## config.mk

```make
export PLATFORM = sky130hd
export DESIGN_NAME = tvg_top
export DESIGN_NICKNAME = d
export VERILOG_FILES = /design/src/tvg_pkg.sv /design/src/tvg_pwm.sv /design/src/tvg_tone_div.sv /design/src/tvg_top.sv
export SDC_FILE = /design/constraint.sdc
export NUM_CORES = 1
export LEC_CHECK = 0
export BUFFER_PORTS_ARGS = -buffer_cell sky130_fd_sc_hd__buf_4
export CELL_PAD_IN_SITES_DETAIL_PLACEMENT = 1
export CELL_PAD_IN_SITES_GLOBAL_PLACEMENT = 1
export CORE_MARGIN = 5
export CORE_UTILIZATION = 33
export DETAILED_ROUTE_END_ITERATION = 6
export PLACE_DENSITY = 0.75
export SLEW_MARGIN = 20
export SYNTH_ARGS = -nofsm -noshare
export SYNTH_HDL_FRONTEND = slang
export SYNTH_SLANG_ARGS = --single-unit
```

## constraint.sdc

```tcl
create_clock -name aclk -period 2 [get_ports aclk]
set_input_delay 0.3 -clock aclk [delete_from_list [all_inputs] [get_ports aclk]]
set_output_delay 0.3 -clock aclk [all_outputs]
set_load 0.005 [all_outputs]
```

## src/tvg_pkg.sv

```systemverilog
// Package with register map, field layout, reset values and shared types of the tone generator.
package tvg_pkg;

	// ==========================================================
	// Register map: printed offsets are indices, byte address is four times the index.
	localparam int unsigned ADDR_W = 18;
	localparam logic [15:0] IDX_CTRL = 16'hFFC0;
	localparam logic [15:0] IDX_VOLUME = 16'hFFC1;
	localparam logic [15:0] IDX_PITCH = 16'hFFC2;
	localparam logic [15:0] IDX_STATUS = 16'hFFC3;

	// ==========================================================
	// Reset values and field layout.
	localparam logic [7:0] RST_CTRL = 8'h00;
	localparam logic [7:0] RST_VOLUME = 8'h00;
	localparam logic [7:0] RST_PITCH = 8'h00;
	localparam int unsigned PITCH_W = 4;
	localparam int unsigned VOLUME_W = 7;
	localparam int unsigned DIV_W = 8;
	localparam logic [4:0] PITCH_BASE = 5'h11;
	localparam logic [3:0] DIV_BASE_EXP = 4'h5;
	localparam logic [7:0] CTRL_USED_MASK = 8'h8F;

	// ==========================================================
	// Bus answers.
	localparam logic [1:0] RESP_OKAY = 2'h0;
	localparam logic [1:0] RESP_SLVERR = 2'h2;

	typedef struct packed {
		logic generator_run;
		logic [2:0] unused;
		logic output_route_select;
		logic counter_divide_select_hi;
		logic counter_divide_select_lo;
		logic input_prescale_select;
	} tvg_ctrl_t;

	typedef struct packed {
		logic tone_plain;
		logic volume_pwm;
		logic tone_shaped;
	} tvg_level_t;

	typedef enum logic [1:0] {
		WR_COLLECT = 2'b00,
		WR_RESPOND = 2'b01
	} tvg_wr_state_t;

endpackage : tvg_pkg

```

## src/tvg_pwm.sv

```systemverilog
// Seven-bit volume pulse-width modulator.
`timescale 1ns/1ps
module tvg_pwm (
	input wire logic aclk,
	input wire logic aresetn,
	input wire logic run,
	input wire logic tick_en,
	input wire logic [tvg_pkg::VOLUME_W-1:0] volume_code,
	output logic pwm_q
);

	logic [tvg_pkg::VOLUME_W-1:0] phase_q;

	always_ff @(posedge aclk)
	begin
		if (!aresetn || !run)
			phase_q <= '0;
		else if (tick_en)
			phase_q <= phase_q + 7'h01;
	end

	// Code N high for phases 0..N, so duty is (N+1)/128; code 0 stays low.
	// The code is compared live, so a rewrite mid-period can stretch one high phase.
	always_ff @(posedge aclk)
	begin
		if (!aresetn || !run)
			pwm_q <= 1'b0;
		else
			pwm_q <= (volume_code != '0) && (phase_q <= volume_code);
	end

endmodule : tvg_pwm

```

## src/tvg_tone_div.sv

```systemverilog
// Prescaler, second-stage divider and pitch counter that make the basic-cycle square wave.
`timescale 1ns/1ps
module tvg_tone_div (
	input wire logic aclk,
	input wire logic aresetn,
	input wire logic run,
	input wire logic prescale_sel,
	input wire logic [1:0] divide_sel,
	input wire logic [tvg_pkg::PITCH_W-1:0] pitch_code,
	output logic first_stage_en,
	output logic tone_q
);

	logic half_q;
	logic [tvg_pkg::DIV_W-1:0] div_q;
	logic [4:0] pitch_cnt_q;
	logic second_stage_en;
	logic [4:0] pitch_last;

	// ==========================================================
	// Terminal mask of the second stage: 2^(5+sel) first-stage ticks.
	function automatic logic [tvg_pkg::DIV_W-1:0] stage_mask(input logic [1:0] sel);
		logic [3:0] exp_v;
		exp_v = tvg_pkg::DIV_BASE_EXP + {2'h0, sel};
		stage_mask = 8'hFF >> (4'h8 - exp_v);
	endfunction : stage_mask

	assign first_stage_en = run && (prescale_sel || half_q);
	assign second_stage_en = first_stage_en
		&& ((div_q & stage_mask(divide_sel)) == stage_mask(divide_sel));
	assign pitch_last = 5'(pitch_code) + tvg_pkg::PITCH_BASE - 5'h01;

	always_ff @(posedge aclk)
	begin
		if (!aresetn || !run)
			half_q <= 1'b0;
		else
			half_q <= !half_q;
	end

	always_ff @(posedge aclk)
	begin
		if (!aresetn || !run)
			div_q <= '0;
		else if (first_stage_en)
			div_q <= div_q + 8'h01;
	end

	// The tone toggles once per completed pitch count, so one tone period is two counts.
	always_ff @(posedge aclk)
	begin
		if (!aresetn || !run)
		begin
			pitch_cnt_q <= '0;
			tone_q <= 1'b0;
		end
		else if (second_stage_en)
		begin
			if (pitch_cnt_q >= pitch_last)
			begin
				pitch_cnt_q <= '0;
				tone_q <= !tone_q;
			end
			else
				pitch_cnt_q <= pitch_cnt_q + 5'h01;
		end
	end

	// ==========================================================
	// Checks.
	a_halved_rate: assert property (@(posedge aclk) disable iff (!aresetn)
		(run && !prescale_sel && first_stage_en) |=> !first_stage_en)
		else $error("Halved first stage fired on two adjacent cycles.");
	a_full_rate: assert property (@(posedge aclk) disable iff (!aresetn)
		($past(aresetn) && $past(run && prescale_sel))
		|-> (div_q == $past(div_q) + 8'h01))
		else $error("Undivided first stage missed a cycle.");
	a_pitch_bound: assert property (@(posedge aclk) disable iff (!aresetn)
		$stable(pitch_code) |-> pitch_cnt_q <= pitch_last)
		else $error("Pitch counter ran past its terminal count.");
	a_tone_toggle: assert property (@(posedge aclk) disable iff (!aresetn)
		(run && $past(run) && $changed(tone_q)) |-> $past(second_stage_en))
		else $error("Tone changed without a second stage tick.");

endmodule : tvg_tone_div

```

## src/tvg_top.sv

```systemverilog
// Tone and volume generator with its AXI4-Lite register slave.
//
// Summary of operation
// Route bit 0 drives plain tone on tone pin, volume PWM on volume pin.
// Route bit 1 drives shaped tone on tone pin and releases volume pin.
// First stage clock is system clock halved when prescale bit 0, else undivided.
// Divide select codes 00 to 11 divide first stage by 2^5 to 2^8.
// Tone frequency is fX/(pitch+17) times two to the prescale-divider exponent minus 7.
// Pitch register bits 3..0 hold pitch code; 0 highest, 15 lowest frequency.
// Reset clears pitch and volume registers to zero.
// Software stops the generator before changing control or pitch registers.
// Software writes zeros to the unused bits of all three registers.
// Volume code 0 gives no duty, code N gives (N+1)/128.
// Volume may change while running; one stretched high period may appear.
// Run bit 0 stops counters and holds all outputs low. Here volume_pin_released still follows the route bit while stopped.
// Shaped tone is the AND of square wave and volume PWM.
// Software sets other control fields before setting the run bit.
// Basic tone is a half-duty square wave toggled at each pitch count end.
//
// The AXI4-Lite slave port was chosen for this implementation.
`timescale 1ns/1ps
module tvg_top (
	input wire logic aclk,
	input wire logic aresetn,
	input wire logic [tvg_pkg::ADDR_W-1:0] s_axi_awaddr,
	input wire logic [2:0] s_axi_awprot,
	input wire logic s_axi_awvalid,
	output logic s_axi_awready,
	input wire logic [31:0] s_axi_wdata,
	input wire logic [3:0] s_axi_wstrb,
	input wire logic s_axi_wvalid,
	output logic s_axi_wready,
	output logic [1:0] s_axi_bresp,
	output logic s_axi_bvalid,
	input wire logic s_axi_bready,
	input wire logic [tvg_pkg::ADDR_W-1:0] s_axi_araddr,
	input wire logic [2:0] s_axi_arprot,
	input wire logic s_axi_arvalid,
	output logic s_axi_arready,
	output logic [31:0] s_axi_rdata,
	output logic [1:0] s_axi_rresp,
	output logic s_axi_rvalid,
	input wire logic s_axi_rready,
	output logic tone_out,
	output logic volume_pwm_out,
	output logic volume_pin_released
);

	// ==========================================================
	// Registers and internal levels.
	tvg_pkg::tvg_ctrl_t ctrl_q;
	logic [tvg_pkg::VOLUME_W-1:0] volume_q;
	logic [tvg_pkg::PITCH_W-1:0] pitch_q;
	tvg_pkg::tvg_level_t level;
	logic first_stage_en;
	logic tone_raw;
	logic pwm_raw;

	tvg_pkg::tvg_wr_state_t wr_state_q;
	logic aw_held_q;
	logic w_held_q;
	logic [15:0] aw_index_q;
	logic [7:0] w_byte_q;
	logic w_lane0_q;
	logic [1:0] bresp_q;
	logic rvalid_q;
	logic [31:0] rdata_q;
	logic [1:0] rresp_q;
	logic do_write;
	logic write_hit;

	// ==========================================================
	// Address decode shared by both channels.
	function automatic logic index_mapped(input logic [15:0] idx);
		index_mapped = (idx == tvg_pkg::IDX_CTRL) || (idx == tvg_pkg::IDX_VOLUME)
			|| (idx == tvg_pkg::IDX_PITCH) || (idx == tvg_pkg::IDX_STATUS);
	endfunction : index_mapped

	function automatic logic [15:0] byte_to_index(input logic [tvg_pkg::ADDR_W-1:0] addr);
		byte_to_index = addr[tvg_pkg::ADDR_W-1:2];
	endfunction : byte_to_index

	// ==========================================================
	// Write channel: address and data are taken in either order, then one response.
	// Each waits in its own holding flag, so a master that offers them apart is still served.
	assign s_axi_awready = (wr_state_q == tvg_pkg::WR_COLLECT) && !aw_held_q;
	assign s_axi_wready = (wr_state_q == tvg_pkg::WR_COLLECT) && !w_held_q;
	assign s_axi_bvalid = (wr_state_q == tvg_pkg::WR_RESPOND);
	assign s_axi_bresp = bresp_q;
	assign do_write = (wr_state_q == tvg_pkg::WR_COLLECT) && aw_held_q && w_held_q;
	assign write_hit = do_write && w_lane0_q;

	always_ff @(posedge aclk)
	begin
		if (!aresetn)
		begin
			aw_held_q <= 1'b0;
			aw_index_q <= '0;
		end
		else if (s_axi_awvalid && s_axi_awready)
		begin
			aw_held_q <= 1'b1;
			aw_index_q <= byte_to_index(s_axi_awaddr);
		end
		else if (do_write)
			aw_held_q <= 1'b0;
	end

	always_ff @(posedge aclk)
	begin
		if (!aresetn)
		begin
			w_held_q <= 1'b0;
			w_byte_q <= '0;
			w_lane0_q <= 1'b0;
		end
		else if (s_axi_wvalid && s_axi_wready)
		begin
			w_held_q <= 1'b1;
			w_byte_q <= s_axi_wdata[7:0];
			w_lane0_q <= s_axi_wstrb[0];
		end
		else if (do_write)
			w_held_q <= 1'b0;
	end

	always_ff @(posedge aclk)
	begin
		if (!aresetn)
		begin
			wr_state_q <= tvg_pkg::WR_COLLECT;
			bresp_q <= tvg_pkg::RESP_OKAY;
		end
		else
		begin
			case (wr_state_q)
				tvg_pkg::WR_COLLECT:
				begin
					if (do_write)
					begin
						wr_state_q <= tvg_pkg::WR_RESPOND;
						bresp_q <= index_mapped(aw_index_q) ? tvg_pkg::RESP_OKAY
							: tvg_pkg::RESP_SLVERR;
					end
				end
				tvg_pkg::WR_RESPOND:
				begin
					if (s_axi_bready)
						wr_state_q <= tvg_pkg::WR_COLLECT;
				end
				default:
					wr_state_q <= tvg_pkg::WR_COLLECT;
			endcase
		end
	end

	// ==========================================================
	// Register storage. Unused bits are not stored, so they always read zero.
	// Changing control or pitch while running is tolerated but may give one odd tone period.
	always_ff @(posedge aclk)
	begin
		if (!aresetn)
			ctrl_q <= tvg_pkg::tvg_ctrl_t'(tvg_pkg::RST_CTRL);
		else if (write_hit && aw_index_q == tvg_pkg::IDX_CTRL)
			ctrl_q <= tvg_pkg::tvg_ctrl_t'(w_byte_q & tvg_pkg::CTRL_USED_MASK);
	end

	always_ff @(posedge aclk)
	begin
		if (!aresetn)
			volume_q <= tvg_pkg::RST_VOLUME[tvg_pkg::VOLUME_W-1:0];
		else if (write_hit && aw_index_q == tvg_pkg::IDX_VOLUME)
			volume_q <= w_byte_q[tvg_pkg::VOLUME_W-1:0];
	end

	always_ff @(posedge aclk)
	begin
		if (!aresetn)
			pitch_q <= tvg_pkg::RST_PITCH[tvg_pkg::PITCH_W-1:0];
		else if (write_hit && aw_index_q == tvg_pkg::IDX_PITCH)
			pitch_q <= w_byte_q[tvg_pkg::PITCH_W-1:0];
	end

	// ==========================================================
	// Read channel: one-cycle answer, status shows the live internal levels, taken before output routing.
	// Ready is withheld while an answer stands, so one read at most is under way.
	assign s_axi_arready = !rvalid_q;
	assign s_axi_rvalid = rvalid_q;
	assign s_axi_rdata = rdata_q;
	assign s_axi_rresp = rresp_q;

	always_ff @(posedge aclk)
	begin
		if (!aresetn)
		begin
			rvalid_q <= 1'b0;
			rdata_q <= '0;
			rresp_q <= tvg_pkg::RESP_OKAY;
		end
		else if (s_axi_arvalid && s_axi_arready)
		begin
			rvalid_q <= 1'b1;
			rresp_q <= index_mapped(byte_to_index(s_axi_araddr)) ? tvg_pkg::RESP_OKAY
				: tvg_pkg::RESP_SLVERR;
			case (byte_to_index(s_axi_araddr))
				tvg_pkg::IDX_CTRL: rdata_q <= {24'h000000, ctrl_q};
				tvg_pkg::IDX_VOLUME: rdata_q <= {25'h0, volume_q};
				tvg_pkg::IDX_PITCH: rdata_q <= {28'h0, pitch_q};
				tvg_pkg::IDX_STATUS: rdata_q <= {29'h0, level};
				default: rdata_q <= '0;
			endcase
		end
		else if (s_axi_rready)
			rvalid_q <= 1'b0;
	end

	// ==========================================================
	// Tone and volume engines.
	tvg_tone_div u_tone (
		.aclk(aclk),
		.aresetn(aresetn),
		.run(ctrl_q.generator_run),
		.prescale_sel(ctrl_q.input_prescale_select),
		.divide_sel({ctrl_q.counter_divide_select_hi, ctrl_q.counter_divide_select_lo}),
		.pitch_code(pitch_q),
		.first_stage_en(first_stage_en),
		.tone_q(tone_raw)
	);

	tvg_pwm u_pwm (
		.aclk(aclk),
		.aresetn(aresetn),
		.run(ctrl_q.generator_run),
		.tick_en(first_stage_en),
		.volume_code(volume_q),
		.pwm_q(pwm_raw)
	);

	assign level = {tone_raw, pwm_raw, tone_raw && pwm_raw};

	// ==========================================================
	// Output routing, registered so the pins never glitch on a route change.
	// A released volume pin is held low here; the clock-output function outside takes it over.
	always_ff @(posedge aclk)
	begin
		if (!aresetn || !ctrl_q.generator_run)
		begin
			tone_out <= 1'b0;
			volume_pwm_out <= 1'b0;
		end
		else if (ctrl_q.output_route_select)
		begin
			tone_out <= level.tone_shaped;
			volume_pwm_out <= 1'b0;
		end
		else
		begin
			tone_out <= level.tone_plain;
			volume_pwm_out <= level.volume_pwm;
		end
	end

	always_ff @(posedge aclk)
	begin
		if (!aresetn)
			volume_pin_released <= 1'b0;
		else
			volume_pin_released <= ctrl_q.output_route_select;
	end

	// ==========================================================
	// Checks.
	a_stop_holds_low: assert property (@(posedge aclk) disable iff (!aresetn)
		!ctrl_q.generator_run |=> (!tone_out && !volume_pwm_out))
		else $error("Outputs not low while stopped.");
	a_route_plain: assert property (@(posedge aclk) disable iff (!aresetn)
		(ctrl_q.generator_run && !ctrl_q.output_route_select)
		|=> (tone_out == $past(tone_raw) && volume_pwm_out == $past(pwm_raw)))
		else $error("Plain route drove the wrong levels.");
	a_route_shaped: assert property (@(posedge aclk) disable iff (!aresetn)
		(ctrl_q.generator_run && ctrl_q.output_route_select)
		|=> (tone_out == $past(tone_raw && pwm_raw) && volume_pin_released))
		else $error("Shaped route drove the wrong levels.");
	a_reset_clears: assert property (@(posedge aclk)
		!aresetn |=> (volume_q == '0 && pitch_q == '0))
		else $error("Reset left volume or pitch nonzero.");
	a_pitch_write: assert property (@(posedge aclk) disable iff (!aresetn)
		(write_hit && aw_index_q == tvg_pkg::IDX_PITCH)
		|=> pitch_q == $past(w_byte_q[3:0]))
		else $error("Pitch write not stored.");
	a_volume_zero: assert property (@(posedge aclk) disable iff (!aresetn)
		($past(volume_q) == '0) |-> !pwm_raw)
		else $error("Volume code zero produced a high level.");
	a_volume_full: assert property (@(posedge aclk) disable iff (!aresetn)
		(ctrl_q.generator_run && $past(ctrl_q.generator_run) && $past(volume_q) == 7'h7F)
		|-> pwm_raw)
		else $error("Volume code 127 dropped low.");
	a_divider_hold: assert property (@(posedge aclk) disable iff (!aresetn)
		!ctrl_q.generator_run |=> (!tone_raw && !pwm_raw))
		else $error("Tone or volume engine kept running while stopped.");
	a_write_answer: assert property (@(posedge aclk) disable iff (!aresetn)
		do_write |=> s_axi_bvalid)
		else $error("Write response missing after a write.");

	// ==========================================================
	// Bus and register checks. A second request taken while an answer stands would
	// overwrite the held address or data, so refusal is checked as well as the answer.
	a_write_refused: assert property (@(posedge aclk) disable iff (!aresetn)
		s_axi_bvalid |-> (!s_axi_awready && !s_axi_wready))
		else $error("Write channel accepted while a response was pending.");
	a_bvalid_clear: assert property (@(posedge aclk) disable iff (!aresetn)
		(s_axi_bvalid && s_axi_bready) |=> !s_axi_bvalid)
		else $error("Write response stayed after it was taken.");
	a_rvalid_clear: assert property (@(posedge aclk) disable iff (!aresetn)
		(s_axi_rvalid && s_axi_rready) |=> !s_axi_rvalid)
		else $error("Read answer stayed after it was taken.");
	a_read_answer: assert property (@(posedge aclk) disable iff (!aresetn)
		(s_axi_arvalid && s_axi_arready) |=> s_axi_rvalid)
		else $error("Read answer missing after an address.");
	a_resp_origin: assert property (@(posedge aclk) disable iff (!aresetn)
		$rose(s_axi_bvalid) |-> $past(do_write))
		else $error("Write response without a write.");
	a_read_mapped: assert property (@(posedge aclk) disable iff (!aresetn)
		(s_axi_arvalid && s_axi_arready && index_mapped(byte_to_index(s_axi_araddr)))
		|=> (s_axi_rresp == tvg_pkg::RESP_OKAY))
		else $error("Mapped read answered with an error.");
	a_read_unmapped: assert property (@(posedge aclk) disable iff (!aresetn)
		(s_axi_arvalid && s_axi_arready && !index_mapped(byte_to_index(s_axi_araddr)))
		|=> (s_axi_rresp == tvg_pkg::RESP_SLVERR && s_axi_rdata == '0))
		else $error("Unmapped read not refused.");
	a_ctrl_write: assert property (@(posedge aclk) disable iff (!aresetn)
		(write_hit && aw_index_q == tvg_pkg::IDX_CTRL)
		|=> (ctrl_q == ($past(w_byte_q) & tvg_pkg::CTRL_USED_MASK)))
		else $error("Control write not stored with unused bits dropped.");
	a_volume_write: assert property (@(posedge aclk) disable iff (!aresetn)
		(write_hit && aw_index_q == tvg_pkg::IDX_VOLUME)
		|=> (volume_q == $past(w_byte_q[tvg_pkg::VOLUME_W-1:0])))
		else $error("Volume write not stored.");
	a_volume_released: assert property (@(posedge aclk) disable iff (!aresetn)
		ctrl_q.output_route_select |=> !volume_pwm_out)
		else $error("Volume pin driven while released.");
	a_release_follows: assert property (@(posedge aclk) disable iff (!aresetn)
		ctrl_q.output_route_select |=> volume_pin_released)
		else $error("Volume pin not released on shaped route.");
	a_pin_plain: assert property (@(posedge aclk) disable iff (!aresetn)
		!ctrl_q.output_route_select |=> !volume_pin_released)
		else $error("Volume pin released on plain route.");
	a_shaped_quiet: assert property (@(posedge aclk) disable iff (!aresetn)
		(ctrl_q.output_route_select && !pwm_raw) |=> !tone_out)
		else $error("Shaped tone high while volume level low.");

endmodule : tvg_top

```

==> metrics.txt, run 1 <==
CP Max Fanout=2; CP bufs+invs=1; final instance area=around 4800 um^2; IO Pins=~130; first-pass GRT wire length=approximately 16000 um; Clk Latency, worst-skew pair=around 0.34 ns; Tightest Hold Check Type=in2reg; crit start category=flip-flop; proportion of netlist area held by the largest area contributor=0.423; Synth Flop Type=dfxtp_1; Final Critical Period=between 1.5 and 2 ns; CTS tree=built; Via density=about 4.9; max-cap violations=0; Longest Clk Path Bufs=2; Mapped Cells=approximately 430; synth warn=0; drt pass-1 iters=4; Worst setup EP type=flip-flop; top cells by area, synth=dfxtp_1, nand2_1, a21boi_0; Top delay family on crit path=simple AND/OR/NAND/NOR gates; Final Setup Violations=0; Worst Tran Pin Value=roughly 0.58 ns; RSZ-0062 raised after global routing=true; largest net degree at the start of global routing=between 50 and 60; maximum vdd ir drop=around 0.00035 V; Nets=about 600; area grow syn2layout=26.2%; die height=approximately 120 um; Mapped Avg Cell Area=around 8.9 um^2; Fin. Hold Viols=0; WP data arrival=2.21 ns; Worst-path clk slew=0.06 ns; Overall Global Routing Usage=0.138; slowest stage delay, CP=roughly 0.45 ns; Seq cells post-synth=between 80 and 90; PwrDens=slightly below 800 nW/um^2; vias in the first global route=about 3400; root buffer cell=clkbuf_16; DP Worst Slack=-0.00912 ns; post-synthesis sequential area ratio=0.423; initial antenna violation count=0; core box area=11400 um^2; most frequent cells in the layout=dfxtp_1, buf_4, nand2_1, a21boi_0, conb_1; cell at the slowest stage of the critical path=or4b_4; Routed Antenna Nets=0; Vias=approximately 3200; Post-DP Area=~4400 um^2; Layout Utilization=0.423; fmax=515 MHz; clock tree sinks=around 80; # DRC=0; H-tree depth=3; status=completed; Iteration-0 DRC Markers=about 110; Leakage=1.91 nW; number of synthesized flops with an enable pin=0; initial core utilization=0.336; slew margin rel.=0.617; # hold bufs at CTS=0; Worst Clk Skew=a little under 0.005 ns; CP Class=reg2reg; DIE WIDTH=roughly 120 um; layout cells sized above 1=0.223; die area=approximately 14000 um^2; IO buf count=65; Required @ worst endpoint=roughly 2.3 ns; count of cell types in the netlist=51; Antenna Cells=0; Final HPWL DP=approximately 7300 um; Final Slew Violations=0; PnR worst setup slack=approximately 0.060 ns; drt wl/cell=~15 um; Num CTS Buffers=9; Post-synth ARST share=0; final wirelength=just under 10000 um; GP Congestion=0.782; Post-Syn Area=3830 um^2; final worst path period share=0.970; crit-path cells=inv_2, ha_4, nand2b_4, a2111oi_4, or3b_4, or4b_4, a31oi_1; row count=39; Remaining Overflow, GRT=0; leading area contributor after synthesis=dfxtp_1
-- per-layer routing --
metal	share of wire	vias up	global-route usage
li1	-	1546	-
met1	0.44	1533	0.159
met2	0.50	82	0.245
met3	0.054	13	0.0389
met4	0.011	0	0.0452
met5	0	-	0
-- Yosys cell counts, types with 6 or more instances --
master / n
dfxtp_1: 81
nand2_1: 77
a21boi_0: 31
buf_4: 26
nor2_1: 24
nor2b_1: 21
inv_1: 17
mux2i_1: 16
clkbuf_1: 15
ha_1: 14
nand3_1: 14
o21ai_0: 11
xor2_1: 9
a21oi_1: 6
-- through the flow --
stage	power, mW	hold slack [ns]	instances	setup TNS (ns)
2_1_floorplan	1.88	0.436	454	0
3_3_place_gp	1.96	0.449	633	0
5_1_grt	3.90	0.210	650	-0.0347
3_5_place_dp	1.97	0.462	633	-0.0150
4_1_cts	3.79	0.190	649	0
6_report	3.75	0.201	650	0
-- area by class of cell --
| cell class | count | area (um^2) |
|---|---|---|
| Clock buffer | 10 | 239 |
| Tap cell | 143 | 179 |
| Timing Repair Buffer | 80 | 604 |
| Sequential cell | 81 | 1620 |
| Inverter | 17 | 63.8 |
| Fill cell | 1349 | 6580 |
| Multi-Input combinational cell | 313 | 2030 |
| Clock inverter | 6 | 91.3 |
-- report_power, final --
group          switching [mW]  leakage, nW  internal [mW]
combinational           0.123         1.10          0.125
clock                   0.681        0.151           1.13
sequential             0.0319        0.658           1.66
-- repair_timing --
item	in CTS	in global routing
gates resized for setup	1	8
setup endpoints to repair	2	10
buffers inserted	0	1
pin swaps	1	5
-- path summary, 6_finish.rpt --
path | startpoint | endpoint | slack [ns] | cells after the start
worst max-delay path | u_tone.pitch_cnt_q[0] | u_tone.pitch_cnt_q[3] | 0.06 | 7
worst min-delay path | s_axi_arvalid | s_axi_rvalid | 0.20 | 2
worst max register to register | u_tone.pitch_cnt_q[0] | u_tone.pitch_cnt_q[3] | 0.06 | 7
worst min register to register | aw_index_q[3] | aw_index_q[3] | 0.47 | 2
-- logic make-up after synthesis --
| logic type | share of synthesized area |
|---|---|
| AO/OA/AOI/OAI | 0.127 |
| XOR/XNOR | 0.0297 |
| adder cells (fa/ha/maj) | 0.0457 |
| buffers and inverters | 0.0865 |
| flip-flops | 0.423 |
| multiplexers | 0.0594 |
| other | 0.000978 |
| AND/OR/NAND/NOR | 0.227 |
-- sequential cells by signal, indices dropped and copies added (netlist names), 4 cells and up --
register	flops
aw_index_q	16
s_axi_rdata	8
u_tone.div_q	8
w_byte_q	8
u_pwm.phase_q	7
volume_q	7
ctrl_q	5
u_tone.pitch_cnt_q	5
pitch_q	4
Note: power is estimated with default switching activity, not from simulation.
==> inputs of run 2 (changes only) <==
ABC_AREA = 1   (was unset)
CORE_UTILIZATION = 32   (was 33)
PLACE_DENSITY = 0.76   (was 0.75)
==> run 2 against run 1 <==
Against the previous run:
- synthesized cell count is 23% higher
- die area grew 4.5%
- largest cell class unchanged
- sequential cell count is the same
- critical path depth rose by 2
- clock power fell by 9.9%
- total power is 3.4% lower
- first-iteration DRC count is 25% lower
- utilization shrank 2.9 points
- fmax up 20%
- highest routed layer unchanged
==> metrics.txt, run 2 <==
# DRC=0 (unchanged); die height=120 um (+2.2%); Remaining Overflow, GRT=0 (unchanged); WP data arrival=1.87 ns (-0.34 ns); Post-Layout Cell Count=742 (+14%); Fin. Hold Viols=0 (unchanged); largest net degree at the start of global routing=47 (-18%); Clk Latency, worst-skew pair=0.34 ns (about the same); max reg flops=16 (unchanged); Required @ worst endpoint=2.26 ns (about the same); CP Max Fanout=4 (+2); Post-Syn Area=3900 um^2 (+1.7%); Worst setup EP type=flip-flop; root buffer cell=clkbuf_16; most frequent cells in the layout=nor2_1, dfxtp_1, nand2_1, buf_4, a21oi_1; Via density=4.73 (-3.2%); initial core utilization=0.326 (-0.00969); Most flops, register=aw_index_q; drt pass-1 iters=4 (unchanged); core box area=12000 um^2 (+4.8%); layout cells sized above 1=0.195 (-0.0279); IO buf count=65 (unchanged); synth warn=0 (unchanged); count of cell types in the netlist=37 (-27%); drt wl/cell=13.4 um (-10%); vias in the first global route=3591 (+6.5%); CP Class=reg2reg; RSZ-0062 raised after global routing=false; Final Critical Period=1.61 ns (-0.328 ns); row count=40 (+2.6%); Setup Fix Bufs, Post-CTS=0 (unchanged); proportion of netlist area held by the largest area contributor=0.416 (-0.00720); commonest non-fill, non-tap cell in the layout=nor2_1; placed insts=726 (+15%); first-pass GRT wire length=16500 um (+3.4%); dominant cell by count in the synthesized netlist=nor2_1; Routed Antenna Nets=0 (unchanged); Layout Utilization=0.395 (-0.0285); die area=14500 um^2 (+4.5%); total power draw=3.62 mW (-3.4%); number of synthesized flops with an enable pin=0 (unchanged); area grow syn2layout=21.1%; Vias=3508 (+11%); Num CTS Buffers=9 (unchanged); Post-synth ARST share=0 (unchanged); WHS Path Cells=4 (+2); setup TNS=0 ns (unchanged); Fill cells=1493 (+11%); Seq cells post-synth=81 (unchanged); CP bufs+invs=1 (unchanged); top cells by area, synth=dfxtp_1, nor2_1, nand2_1; post-synthesis sequential area ratio=0.416 (-0.00720); Synth Flop Type=dfxtp_1; Longest Clk Path Bufs=2 (unchanged); leading area contributor after synthesis=dfxtp_1; Antenna Cells=0 (unchanged); GP Congestion=0.773 (-1.1%); H-tree depth=3 (unchanged); final worst path period share=0.806 (-0.164); Iteration-0 DRC Markers=80 (-25%); cell at the slowest stage of the critical path=dfxtp_1; Leakage=2.05 nW (+7.4%); maximum vdd ir drop=0.000409 V (+16%); crit start category=flip-flop; R2R cell count=9 (+2); Nets=689 (+15%); Mapped Cells=526 (+23%); Overall Global Routing Usage=0.139 (+0.00104); crit-path cells=inv_1, ha_1, nand2_1, nor2_1, o21ai_0, o211ai_1, nand2_1, nand2_1, nor3b_2; most used cell, CP=nand2_1; Post-synth top cells=nor2_1, dfxtp_1, nand2_1; initial antenna violation count=0 (unchanged); status=completed; Stages on worst setup path=9 (+2); Worst Clk Skew=0.00626 ns (+0.00140 ns); PwrDens=766 nW/um^2 (-1.2%); CTS tree=built; max-cap violations=0 (unchanged); Final HPWL DP=7780 um (+5.9%); fmax=620 MHz (+20%); final wirelength=9920 um (+2.2%); Worst-path clk slew=0.06 ns (about the same); Post-CTS Resized=0 (-1); Mapped Avg Cell Area=7.41 um^2 (-17%); # hold bufs at CTS=0 (unchanged); Final Slew Violations=0 (unchanged); Final Setup Violations=0 (unchanged); IO Pins=129 (unchanged); DIE WIDTH=120 um (+2.2%); clock tree sinks=81 (unchanged); slowest stage delay, CP=0.34 ns (-0.11 ns); Tightest Hold Check Type=in2reg; Top delay family on crit path=simple AND/OR/NAND/NOR gates
==> run 2: changes by cell type in the layout (fill, tap and decap cells not counted), moves of 21 or more <==
cell,change
a21boi_0,-31
nor2_1,+59
o21ai_0,+24
a21oi_1,+40
inv_1,+28
nor2b_1,-21
==> run 2: worst reg2reg max path, delay by kind of cell (launching register included) <==
| family | cells | cell delay, ns |
|---|---|---|
| AO/OA/AOI/OAI | 2 | 0.20 |
| buffers and inverters | 1 | 0.07 |
| AND/OR/NAND/NOR | 5 | 0.62 |
| flip-flops | 1 | 0.34 |
| adder cells (fa/ha/maj) | 1 | 0.29 |
==> run 2: final timing paths <==
kind | start | endpoint | slack [ns]
setup / recovery | pitch_q[3] | u_tone.pitch_cnt_q[3] | 0.39
hold reg to reg | u_tone.half_q | u_tone.half_q | 0.44
setup reg to reg | pitch_q[3] | u_tone.pitch_cnt_q[3] | 0.39
hold / removal | s_axi_bready | wr_state_q[0] | 0.21
==> run 2: cell families after synthesis <==
| group | count (synthesis) | synth area share |
|---|---|---|
| DFF | 81 | 0.416 |
| adders and majority gates | 14 | 0.0449 |
| other | 1 | 0.000962 |
| xor gates and xnor gates | 3 | 0.00674 |
| buffers and inverters | 92 | 0.117 |
| and+or+nand+nor | 230 | 0.272 |
| AOI/OAI and AO/OA | 105 | 0.142 |
==> run 2: through the flow <==
step           worst slack (ns)  hold slack (ns)  instance area (um^2)
6_report                  0.387            0.206                  4720
5_1_grt                   0.201            0.215                  4720
4_1_cts                   0.373            0.195                  4720
3_5_place_dp              0.392            0.432                  4430
3_3_place_gp              0.458            0.421                  4430
2_1_floorplan             0.607            0.412                  3990
==> run 2: metal layers <==
layer,global-route usage,part of all wire
met5,0,0
met4,0.0475,0.020
met3,0.0407,0.046
met2,0.255,0.52
met1,0.153,0.42
==> run 2: power by group <==
| group | internal [mW] | switching, mW | leakage (nW) |
|---|---|---|---|
| registers | 1.67 | 0.0396 | 0.659 |
| clock network | 0.963 | 0.666 | 0.142 |
| logic | 0.124 | 0.154 | 1.25 |
| total | 2.76 | 0.860 | 2.05 |
==> run 2: final cells by class <==
type	count	area, um^2	share of cell area
multi-input cells	378	1910	0.405
inverters	51	191	0.0405
clock inverters	7	68.8	0.0146
clock buffers	9	225	0.0477
repair buffers	69	518	0.110
well taps	147	184	0.0389
flip-flops and latches	81	1620	0.343
==> inputs of run 3 (changes only) <==
CORE_UTILIZATION = 35   (was 32)
PLACE_DENSITY = 0.79   (was 0.76)
clock period = 1.7 ns   (was 2 ns; I/O delays follow)
==> run 3 against run 2 <==
Against the previous run:
- worst setup slack got worse by 0.25 ns
- combinational power grew 18%
- non-clock buffer count grew 1
- clock-buffer cell count rose by 2
- routed wire length down 0.45%
- critical endpoint unchanged
- largest cell class unchanged
- largest power group unchanged
==> metrics.txt, run 3 (synthesis gave the netlist of run 2 again) <==
PwrDens=775 nW/um^2 (+1.1%); # hold bufs at CTS=0 (unchanged); max-cap violations=0 (unchanged); largest net degree at the start of global routing=35 (-26%); Final Slew Violations=0 (unchanged); Worst-path clk slew=0.08 ns (+0.02 ns); Nets=690 (+0.15%); slowest stage delay, CP=0.36 ns (+0.02 ns); Final Setup Violations=0 (unchanged); fmax=639 MHz (+3.0%); R2R cell count=7 (-2); Final Critical Period=1.57 ns (-0.0467 ns); Vias=3523 (+0.43%); clock tree sinks=81 (unchanged); Longest Clk Path Bufs=2 (unchanged); CTS tree=built; Post-Layout Cell Count=736 (-0.81%); total power draw=3.57 mW (-1.4%); Worst setup EP type=flip-flop; H-tree depth=3 (unchanged); Worst Hold Path EP=wr_state_q[0]; core box area=10900 um^2 (-9.0%); Leakage=1.99 nW (-2.9%); initial antenna violation count=0 (unchanged); switching power share of the total=0.261 (+0.0229); first-pass GRT wire length=16400 um (-0.46%); Most flops, register=aw_index_q; most frequent cells in the layout=nor2_1, nand2_1, dfxtp_1, buf_4, a21oi_1; status=completed; crit start category=flip-flop; reg2reg end=u_tone.pitch_cnt_q[3]; Fill cells=1389 (-7.0%); placed insts=720 (-0.83%); Required @ worst endpoint=1.94 ns (-0.32 ns); final worst path period share=0.921 (+0.115); Comb pwr share=0.093 (+0.016); drt pass-1 iters=6 (+2); Final HPWL DP=7820 um (+0.52%); Overall Global Routing Usage=0.152 (+0.0127); maximum vdd ir drop=0.000414 V (+1.2%); layout cells sized above 1=0.201 (+0.00638); Antenna Cells=0 (unchanged); row count=38 (-5.0%); final wirelength=9870 um (-0.45%); reg2reg setup slack=0.13 ns (-0.25 ns); share of power burned in registers=0.563 (+0.090); cell at the slowest stage of the critical path=dfxtp_2; IO Pins=129 (unchanged); Routed Antenna Nets=0 (unchanged); Tightest Hold Check Type=in2reg; max reg flops=16 (unchanged); initial core utilization=0.358 (+0.0321); die area=13300 um^2 (-7.9%); Critical R2R Launch=u_tone.div_q[0]; Clk pwr share=0.344 (-0.106); WHS Path Cells=4 (unchanged); root buffer cell=clkbuf_8; Num CTS Buffers=9 (unchanged); CP Max Fanout=4 (unchanged); Fin. Hold Viols=0 (unchanged); area grow syn2layout=18.1%; GP Congestion=0.743 (-4.0%); vias in the first global route=3616 (+0.70%); commonest non-fill, non-tap cell in the layout=nor2_1; Remaining Overflow, GRT=0 (unchanged); IO buf count=65 (unchanged); CP Class=reg2reg; min-delay src=s_axi_bready; CP startpoint=u_tone.div_q[0]; die height=116 um (-4.0%); Psw=0.929 mW (+8.1%); P_int=2.64 mW (-4.4%); Iteration-0 DRC Markers=98 (+23%); # DRC=0 (unchanged); crit-path cells=ha_1, nand3_1, nor3_2, nand2_2, nor2_2, nand2_1, nor3b_2; WP data arrival=1.81 ns (-0.06 ns); drt wl/cell=13.4 um (+0.36%); Worst Clk Skew=0.0104 ns (+0.00412 ns); DIE WIDTH=116 um (-4.0%); Via density=4.79 (+1.2%); Clk Latency, worst-skew pair=0.35 ns (about the same)
-- run 3: cell count changes in the layout (fill, tap and decap cells not counted), moves of 2 or more --
cell,change
clkbuf_8,+9
dfxtp_2,+3
dfxtp_1,-3
clkbuf_1,+2
clkbuf_16,-9
-- run 3: what timing repair did --
action	4_1_cts	5_1_grt
setup buffers	0	0
gates resized for setup	0	5
hold endpoints to repair	0	0
endpoints found under the setup margin	0	4
-- run 3: worst max path at each step --
stage / endpoint / slack, ns / cells past startpoint
finish: u_tone.pitch_cnt_q[3] / 0.13 / 7
global route: u_tone.pitch_cnt_q[3] / -0.009 / 9
CTS: u_tone.pitch_cnt_q[2] / 0.05 / 8
detailed placement: u_tone.pitch_cnt_q[3] / 0.10 / 7
global placement: u_tone.pitch_cnt_q[2] / 0.16 / 8
floorplan: u_tone.pitch_cnt_q[3] / 0.31 / 7
-- run 3: critical path: cells and delay by family (launching register included) --
kind	cells	cell delay (ns)
flops	1	0.36
fa+ha+maj	1	0.19
simple gates	6	0.91
-- run 3: layout make-up --
type	instances	area, um^2	area share
Timing Repair Buffer	70	526	0.114
Clock buffer	11	131	0.0285
Multi-Input combinational cell	378	1920	0.418
Tap cell	140	175	0.0381
Clock inverter	5	32.5	0.00707
Inverter	51	191	0.0416
Sequential cell	81	1630	0.353
-- run 3: power by group through the flow --
stage | clock, mW | combinational (mW) | sequential, mW
finish | 1.23 | 0.330 | 2.01
detailed placement | 0 | 0.334 | 2.05
global route | 1.36 | 0.382 | 2.02
global placement | 0 | 0.319 | 2.05
CTS | 1.27 | 0.335 | 2.01
floorplan | 0 | 0.229 | 2.04
-- run 3: per-layer routing --
layer / vias to the layer above / global-route usage / wire (um)
met3: 8 / 0.0392 / 520
met2: 68 / 0.284 / 5170
met4: 0 / 0.0305 / 85
met1: 1647 / 0.174 / 4100
met5: - / 0 / 0
li1: 1800 / - / -
-- run 3: per-stage QoR --
| stage | TNS [ns] | area (um^2) | util | worst slack (ns) | hold slack, ns |
|---|---|---|---|---|---|
| CTS | 0 | 4590 | 0.422 | 0.0525 | 0.132 |
| global route | -0.00926 | 4600 | 0.423 | -0.00926 | 0.134 |
| detailed placement | 0 | 4430 | 0.407 | 0.101 | 0.428 |
| floorplan | 0 | 3990 | - | 0.307 | 0.412 |
| finish | 0 | 4600 | 0.423 | 0.134 | 0.147 |
| global placement | 0 | 4430 | 0.407 | 0.165 | 0.421 |
